<file path="src/rtl/qps_pkg.sv">
// constants and types for the quad pot serial command header
//
// Function
// every frame opens with an addressing byte whose upper four bits carry the device-type field.
// the two low address bits are compared with the two strap inputs and the frame continues only on a match.
// with several devices on the bus only the one whose strap matches acts; the rest change nothing.
// the master sends the two bits between type field and address field as zero.
// the second byte is the instruction byte and its upper four bits are the opcode.
// the nonvolatile-register select field of the instruction byte picks one of four data registers.
// the two low bits of the instruction byte pick one of four wiper position registers.
// the master waits at least 1 ms after power-up before any read or write command.
// a data-register write is committed only when chip select rises after the complete sequence.
// read status returns the write-in-progress flag, which is 1 while a nonvolatile write runs.
// a nonvolatile change lasts at most 5 ms and the write-in-progress flag stays set meanwhile.
// on address mismatch or nonzero reserved bits the rest of the frame is ignored with the output released.
package qps_pkg;

	// =====================================================================
	// timing
	localparam int CLK_PERIOD_NS = 10;
	localparam int POWERUP_MS = 1;
	localparam int WRITE_CYCLE_MS = 5;
	localparam int NS_PER_MS = 1000000;
	// least time rounds up, longest time rounds down
	localparam int POWERUP_CYCLES = (POWERUP_MS * NS_PER_MS + CLK_PERIOD_NS - 1) / CLK_PERIOD_NS;
	localparam int WRITE_CYCLES = (WRITE_CYCLE_MS * NS_PER_MS) / CLK_PERIOD_NS;
	localparam int TIMER_W = 20;

	// =====================================================================
	// frame layout
	localparam int BITS_ADDR = 8;
	localparam int BITS_INSTR = 16;
	localparam int BITS_DATA = 24;
	localparam int CNT_W = 5;
	localparam logic [1:0] RSVD_ZERO = 2'h0;

	// =====================================================================
	// opcodes that the header front end itself acts on, and the status byte pad
	localparam logic [3:0] OP_WR_DATA_REG = 4'hc;
	localparam logic [3:0] OP_XFR_WIPER_TO_DATA = 4'he;
	localparam logic [3:0] OP_GANG_WIPER_TO_DATA = 4'h8;
	localparam logic [3:0] OP_RD_STATUS = 4'h5;
	localparam logic [7:0] STATUS_PAD = 8'h00;

	typedef struct packed {
		logic [3:0] opcode;
		logic nv_reg_select_hi;
		logic nv_reg_select_lo;
		logic [1:0] wiper_sel;
	} qps_instr_t;

	typedef struct packed {
		logic [3:0] dev_type;
		logic [1:0] rsvd;
		logic slave_addr_strap_hi;
		logic slave_addr_strap_lo;
	} qps_addr_t;

	typedef enum logic [2:0] {
		ST_IDLE = 3'b000,
		ST_ADDR = 3'b001,
		ST_INSTR = 3'b010,
		ST_DATA = 3'b011,
		ST_IGNORE = 3'b100
	} qps_state_t;

endpackage : qps_pkg

</file>
<file path="src/rtl/qps_header.sv">
// serial command header decoder of the quad pot, device side
`timescale 1ns/10ps
`default_nettype none
module qps_header #(
	parameter int POWERUP_CYCLES = qps_pkg::POWERUP_CYCLES,
	parameter int WRITE_CYCLES = qps_pkg::WRITE_CYCLES,
	// arbitrary neutral device-type value
	parameter logic [3:0] DEV_TYPE = 4'ha
) (
	input wire logic core_clk,
	input wire logic arst_n,
	input wire logic spi_sck,
	input wire logic spi_cs_n,
	input wire logic spi_si,
	output logic spi_so,
	output logic spi_so_oe_n,
	input wire logic slave_addr_strap_hi,
	input wire logic slave_addr_strap_lo,
	output logic recall_busy,
	output logic cmd_valid,
	output qps_pkg::qps_instr_t cmd,
	output logic data_valid,
	output logic [7:0] data_byte,
	output logic nv_commit,
	output logic frame_ignored,
	output logic write_in_progress_flag
);

	// =====================================================================
	// elaboration checks
	if (POWERUP_CYCLES < 1 || POWERUP_CYCLES >= (1 << qps_pkg::TIMER_W)) begin : g_chk_pu
		$error("POWERUP_CYCLES out of range");
	end
	if (WRITE_CYCLES < 1 || WRITE_CYCLES >= (1 << qps_pkg::TIMER_W)) begin : g_chk_wr
		$error("WRITE_CYCLES out of range");
	end

	// =====================================================================
	// pin synchronisers; the third stage only serves edge detection
	logic [2:0] sck_s;
	logic [2:0] cs_s;
	logic [1:0] si_s;
	logic [1:0] hi_s;
	logic [1:0] lo_s;
	always_ff @(posedge core_clk or negedge arst_n) begin
		if (!arst_n) begin
			sck_s <= 3'h0;
			cs_s <= 3'h7;
			si_s <= 2'h0;
			hi_s <= 2'h0;
			lo_s <= 2'h0;
		end else begin
			sck_s <= {sck_s[1:0], spi_sck};
			cs_s <= {cs_s[1:0], spi_cs_n};
			si_s <= {si_s[0], spi_si};
			hi_s <= {hi_s[0], slave_addr_strap_hi};
			lo_s <= {lo_s[0], slave_addr_strap_lo};
		end
	end
	logic sck_rise;
	logic sck_fall;
	logic cs_fall;
	logic cs_rise;
	logic [1:0] strap;
	assign sck_rise = sck_s[1] & ~sck_s[2];
	assign sck_fall = ~sck_s[1] & sck_s[2];
	assign cs_fall = ~cs_s[1] & cs_s[2];
	assign cs_rise = cs_s[1] & ~cs_s[2];
	assign strap = {hi_s[1], lo_s[1]};

	// =====================================================================
	// power-up recall and nonvolatile write timers
	logic [qps_pkg::TIMER_W-1:0] pu_cnt;
	logic [qps_pkg::TIMER_W-1:0] wr_cnt;
	logic [qps_pkg::TIMER_W-1:0] next_pu_cnt;
	logic [qps_pkg::TIMER_W-1:0] next_wr_cnt;
	always_comb begin
		next_pu_cnt = pu_cnt;
		next_wr_cnt = wr_cnt;
		if (pu_cnt != '0) begin
			next_pu_cnt = pu_cnt - 1'b1;
		end
		if (nv_commit) begin
			next_wr_cnt = qps_pkg::TIMER_W'(WRITE_CYCLES);
		end else if (wr_cnt != '0) begin
			next_wr_cnt = wr_cnt - 1'b1;
		end
	end
	always_ff @(posedge core_clk or negedge arst_n) begin
		if (!arst_n) begin
			pu_cnt <= qps_pkg::TIMER_W'(POWERUP_CYCLES);
			wr_cnt <= '0;
		end else begin
			pu_cnt <= next_pu_cnt;
			wr_cnt <= next_wr_cnt;
		end
	end
	assign recall_busy = (pu_cnt != '0);
	assign write_in_progress_flag = (wr_cnt != '0);

	// =====================================================================
	// frame engine
	qps_pkg::qps_state_t state;
	qps_pkg::qps_state_t next_state;
	logic [qps_pkg::CNT_W-1:0] bit_cnt;
	logic [qps_pkg::CNT_W-1:0] next_bit_cnt;
	logic [7:0] rx;
	logic [7:0] next_rx;
	logic [7:0] tx;
	logic [7:0] next_tx;
	qps_pkg::qps_addr_t addr_byte;
	qps_pkg::qps_addr_t next_addr_byte;
	qps_pkg::qps_instr_t next_cmd;
	logic next_cmd_valid;
	logic next_data_valid;
	logic [7:0] next_data_byte;
	logic next_nv_commit;
	logic next_frame_ignored;
	logic [7:0] shifted;
	logic is_status;
	logic ok_two_byte;

	assign shifted = {rx[6:0], si_s[1]};
	assign is_status = (cmd.opcode == qps_pkg::OP_RD_STATUS);
	// transfers into a data register end after the instruction byte
	assign ok_two_byte = (cmd.opcode == qps_pkg::OP_XFR_WIPER_TO_DATA) ||
		(cmd.opcode == qps_pkg::OP_GANG_WIPER_TO_DATA);

	always_comb begin
		next_state = state;
		next_bit_cnt = bit_cnt;
		next_rx = rx;
		next_tx = tx;
		next_addr_byte = addr_byte;
		next_cmd = cmd;
		next_cmd_valid = 1'b0;
		next_data_valid = 1'b0;
		next_data_byte = data_byte;
		next_nv_commit = 1'b0;
		next_frame_ignored = 1'b0;
		if (cs_rise) begin
			next_state = qps_pkg::ST_IDLE;
			// a new write is refused while the previous one still runs
			if (state == qps_pkg::ST_DATA && !write_in_progress_flag) begin
				if ((cmd.opcode == qps_pkg::OP_WR_DATA_REG &&
					bit_cnt == qps_pkg::CNT_W'(qps_pkg::BITS_DATA)) ||
					(ok_two_byte && bit_cnt == qps_pkg::CNT_W'(qps_pkg::BITS_INSTR))) begin
					next_nv_commit = 1'b1;
				end
			end
		end else if (cs_fall) begin
			next_bit_cnt = '0;
			next_state = recall_busy ? qps_pkg::ST_IGNORE : qps_pkg::ST_ADDR;
		end else if (sck_rise && (state == qps_pkg::ST_ADDR || state == qps_pkg::ST_INSTR ||
			state == qps_pkg::ST_DATA)) begin
			next_rx = shifted;
			if (bit_cnt != '1) begin
				next_bit_cnt = bit_cnt + 1'b1;
			end
			case (next_bit_cnt)
				qps_pkg::CNT_W'(qps_pkg::BITS_ADDR): begin
					next_addr_byte = shifted;
					if (next_addr_byte.dev_type == DEV_TYPE &&
						next_addr_byte.rsvd == qps_pkg::RSVD_ZERO &&
						{next_addr_byte.slave_addr_strap_hi,
						next_addr_byte.slave_addr_strap_lo} == strap) begin
						next_state = qps_pkg::ST_INSTR;
					end else begin
						next_state = qps_pkg::ST_IGNORE;
						next_frame_ignored = 1'b1;
					end
				end
				qps_pkg::CNT_W'(qps_pkg::BITS_INSTR): begin
					next_cmd = shifted;
					next_cmd_valid = 1'b1;
					next_state = qps_pkg::ST_DATA;
					next_tx = (next_cmd.opcode == qps_pkg::OP_RD_STATUS) ?
						(qps_pkg::STATUS_PAD | {7'h0, write_in_progress_flag}) : tx;
				end
				qps_pkg::CNT_W'(qps_pkg::BITS_DATA): begin
					next_data_byte = shifted;
					next_data_valid = 1'b1;
				end
				default: begin
				end
			endcase
		end else if (sck_fall && state == qps_pkg::ST_DATA &&
			bit_cnt > qps_pkg::CNT_W'(qps_pkg::BITS_INSTR)) begin
			next_tx = {tx[6:0], 1'b0};
		end
	end

	always_ff @(posedge core_clk or negedge arst_n) begin
		if (!arst_n) begin
			state <= qps_pkg::ST_IDLE;
			bit_cnt <= '0;
			rx <= 8'h00;
			tx <= 8'h00;
			addr_byte <= '0;
			cmd <= '0;
			cmd_valid <= 1'b0;
			data_valid <= 1'b0;
			data_byte <= 8'h00;
			nv_commit <= 1'b0;
			frame_ignored <= 1'b0;
		end else begin
			state <= next_state;
			bit_cnt <= next_bit_cnt;
			rx <= next_rx;
			tx <= next_tx;
			addr_byte <= next_addr_byte;
			cmd <= next_cmd;
			cmd_valid <= next_cmd_valid;
			data_valid <= next_data_valid;
			data_byte <= next_data_byte;
			nv_commit <= next_nv_commit;
			frame_ignored <= next_frame_ignored;
		end
	end

	// output driven only while a status byte is going out
	assign spi_so = tx[7];
	assign spi_so_oe_n = !(state == qps_pkg::ST_DATA && is_status &&
		bit_cnt < qps_pkg::CNT_W'(qps_pkg::BITS_DATA));

	// =====================================================================
	// checks
	logic [qps_pkg::TIMER_W-1:0] wip_len;
	always_ff @(posedge core_clk or negedge arst_n) begin
		if (!arst_n) begin
			wip_len <= '0;
		end else begin
			wip_len <= write_in_progress_flag ? wip_len + 1'b1 : '0;
		end
	end
endmodule : qps_header
`default_nettype wire

</file>
<file path="config.mk">
export PLATFORM = sky130hd
export DESIGN_NAME = qps_header
export DESIGN_NICKNAME = d
export VERILOG_FILES = /design/src/rtl/qps_pkg.sv /design/src/rtl/qps_header.sv
export SDC_FILE = /design/constraint.sdc
export NUM_CORES = 1
export LEC_CHECK = 0
export BUFFER_PORTS_ARGS = -buffer_cell sky130_fd_sc_hd__buf_2
export CAP_MARGIN = 30
export CORE_UTILIZATION = 54
export CTS_CLUSTER_SIZE = 25
export DETAILED_ROUTE_END_ITERATION = 12
export GPL_TIMING_DRIVEN = 0
export HOLD_SLACK_MARGIN = 0.1
export PLACE_DENSITY_LB_ADDON = 0.15
export SYNTH_ARGS = -nofsm -noshare
export SYNTH_HDL_FRONTEND = slang
export SYNTH_SLANG_ARGS = --single-unit
</file>
<file path="constraint.sdc">
create_clock -name core_clk -period 2.1 [get_ports core_clk]
set_input_delay 0.315 -clock core_clk [delete_from_list [all_inputs] [get_ports core_clk]]
set_output_delay 0.315 -clock core_clk [all_outputs]
set_load 0.005 [all_outputs]
</file>
==> results.md <==
* Gr usage total at 0.236
* Post-synth EDFFs at 0
* Post-Layout Cell Count at 595
* Via count at 3491
* Pwr/cell area at 590 nW/um^2
* CP Capture Type: flip-flop
* CP max stage delay at 550 ps
* Max-Slew Margin vs Limit at 0.678
* Layout cell share with drive strength beyond 1 at 0.339
* Cell family with most CP delay: simple AND/OR/NAND/NOR gates
* Area share of fa/ha/maj cells after synthesis at 0.0195
* Slew Viols, Final at 0
* CP Class: reg2reg
* RePlAce Congestion at 0.903
* Clock transition at path regs at 100 ps
* Post-synthesis xor/xnor area fraction at 0.0567
* Seq/Total Area, Yosys at 0.533
* Setup Skew at 14.9 ps
* Pin count of the biggest net entering global routing at 68
* Via density at 5.87
* Starting Density at 0.568
* H-tree Lvls at 3
* WP data required at 2350 ps
* Post-route clock period utilization at 1.17
* Asr flop ratio synth at 1.00
* Placed Instance Area at 4800 sq um
* Syn. warnings at 0
* Clk_lat worst skew at 370 ps
* Ports at 31
* Period minus WS final at 2460 ps
* Crit path max-delay cell type: or4_4
* Cell variety after synth at 58
* Die width at 93.1 um
* Nets at 502
* Dpl cells at 540
* Initial antenna violation count at 0
* Final Hold Fails at 0
* Max IR drop VDD at 556 uV
* Die ar. at 8670 sq um
* # diodes at 0
* Leakage at 2.78 nW
* Endpoints failing setup at 30
* Hold crit path type: reg2reg
* R2R setup slack at -360 ps
* Layout Area Growth over Synthesis at 26.4%
* Clock Sinks at 95
* Avg Synthesized Cell Area at 11.0 sq um
* Num CTS Buffers at 9
* DRC at 0
* Largest family of logic cells by synthesized area: simple AND/OR/NAND/NOR gates
* Row count at 32
* Post-synthesis mux area share at 0.0676
* Pre-antenna DRT Iters at 5
* CP Max Fanout at 5
* Fmax achieved at 407 MHz
* Fin area at 5670 sq um
* Status: finished, violations left
* CTS tree: built
* GRT overflow at 0
* DR WL/cell at 16.8 um
* Mapped Nets at 421
* Simple-gate portion of the synthesized area at 0.202
* Failing checks: setup timing
* Post-synthesis register bit count at 95
* CP cell instances: or4_4 -> buf_4 -> buf_6 -> buf_6 -> nand4b_4 -> or2_0 -> buf_4 -> a22o_1 -> a32o_1
* Unrepaired setup endpoints after global routing: true
* Clock root buffer: clkbuf_8
* Mapped cell area at 4480 sq um
* Sequential cell area at 2390 sq um
* Initial DRC count at 243
* Area of the multi-input gates at 2270 sq um
* First-pass GRT wire length at 15.9 mm
* DPL Wire Length at 5.91 mm
* Crit path buf inv count at 4
* Max_cap viols at 0
* Number of global-route vias before repair at 3278
* I/O Buffers at 30
* Prevailing post-synth register cell: dfrtp_1
* Detailed-route wire length at 10.0 mm
* Crit path DAT at 2710 ps
* Synth Area in Compound Gates at 0.0983
* FILL cells at 549
* Core area at 7890 sq um
* Clock tree buffer depth at 2
* Nature of the critical path startpoint: flip-flop
* Antenna viol nets, final at 0
* Worst Max-Slew Pin Slew at 483 ps
* Die Y at 93.1 um
* Post-Synthesis Cells at 407
* Post-route setup slack at -359 ps
==> what timing repair did <==
item                       in CTS  in global routing
pin swaps                      15                 19
setup endpoints to repair      34                 41
resized for setup              40                 34
hold buffers                    6                  0
cloned                          0                  0
hold endpoints to repair       33                  0
buffers inserted               21                 15
==> worst paths after layout <==
| path | from | endpoint | cells past startpoint |
|---|---|---|---|
| min in group asynchronous | arst_n | wr_cnt[0] | 2 |
| setup / recovery | pu_cnt[10] | state[2] | 9 |
| hold / removal | cs_s[0] | cs_s[1] | 0 |
| hold reg to reg | cs_s[0] | cs_s[1] | 0 |
| setup reg to reg | pu_cnt[10] | state[2] | 9 |
| max in group asynchronous | arst_n | cs_s[2] | 3 |
==> cells by family (layout without fill, tap and decap cells) <==
group / count (synthesis) / count (layout)
adders and majority gates: 7 / 7
xor gates and xnor gates: 29 / 29
muxes: 27 / 27
DFF: 95 / 95
and+or+nand+nor: 157 / 157
buffers and inverters: 26 / 112
AOI/OAI and AO/OA: 66 / 66
==> worst register-to-register path: stages, from the launching register on <==
cell      delay, ps
dfstp_2         380
or4_4           550
buf_4           150
buf_6           100
buf_6           110
nand4b_4        180
or2_0           260
buf_4           170
a22o_1          210
a32o_1          240
==> routing by layer <==
| metal | GRT usage | routed length [um] | up-vias |
|---|---|---|---|
| met2 | 0.382 | 5050 | 110 |
| met1 | 0.320 | 4450 | 1750 |
| met5 | 0 | 0 | - |
| li1 | - | - | 1623 |
| met3 | 0.0545 | 427 | 8 |
| met4 | 0.0679 | 101 | 0 |
==> power by group <==
| group | internal, W | total [W] | switching, W |
|---|---|---|---|
| Clock | 0.000578 | 0.00127 | 0.000696 |
| Sequential | 0.00186 | 0.00189 | 0.0000328 |
| Combinational | 0.0000750 | 0.000174 | 0.0000987 |
| Total | 0.00251 | 0.00334 | 0.000827 |
==> cell usage after synthesis, drive strengths merged (10+ instances only) <==
master	count	share of area
dfrtp	86	0.48
nand2	30	0.026
nor2	41	0.035
nor4	21	0.039
a21oi	10	0.011
xor2	19	0.037
nand3	10	0.011
mux2	26	0.065
inv	14	0.012
xnor2	10	0.020
o21ai	22	0.025
==> area by class of cell <==
class,count,area share
clock buffers,9,0.0219
multi-input cells,286,0.401
plain buffers,9,0.00928
well taps,102,0.0225
repair buffers,73,0.0978
flip-flops and latches,95,0.422
inverters,14,0.0104
clock inverters,7,0.0152
==> layout by cell type (no fill, tap or decap), drive strengths merged, types with 4 or more instances in the layout <==
cell,Yosys,layout
a21oi,10,10
or2,5,5
nor3,9,9
o21ai,22,22
nand2,30,30
inv,14,17
dlygate4sd3,0,6
a22oi,8,8
nor2,41,41
mux2,26,26
or3,6,6
nand3,10,10
xnor2,10,10
ha,7,7
nor4,21,21
nand2b,5,5
o211ai,5,5
clkbuf,9,15
dfrtp,86,86
dfstp,9,9
xor2,19,19
o21a,4,4
buf,3,70
or4,7,7
==> flip-flops by register name, indices dropped and copies added (netlist names) <==
signal / cells
pu_cnt: 20
wr_cnt: 20
cmd: 8
data_byte: 8
tx: 8
rx: 7
bit_cnt: 5
cs_s: 3
sck_s: 3
state: 3
hi_s: 2
lo_s: 2
si_s: 2
cmd_valid: 1
data_valid: 1
frame_ignored: 1
nv_commit: 1
==> through the flow <==
stage / TNS, ps / power [W] / util / hold slack, ps / setup WS, ps
2_1_floorplan: 0 / 0.00199 / - / 19.4 / 2.20
6_report: -4790 / 0.00334 / 0.718 / 361 / -359
4_1_cts: -844 / 0.00336 / 0.685 / 358 / -379
3_3_place_gp: -20710 / 0.00205 / 0.605 / 333 / -309
3_5_place_dp: -7510 / 0.00206 / 0.609 / 270 / -350
5_1_grt: -6630 / 0.00347 / 0.718 / 363 / -439
Note: power is estimated with default switching activity, not from simulation.
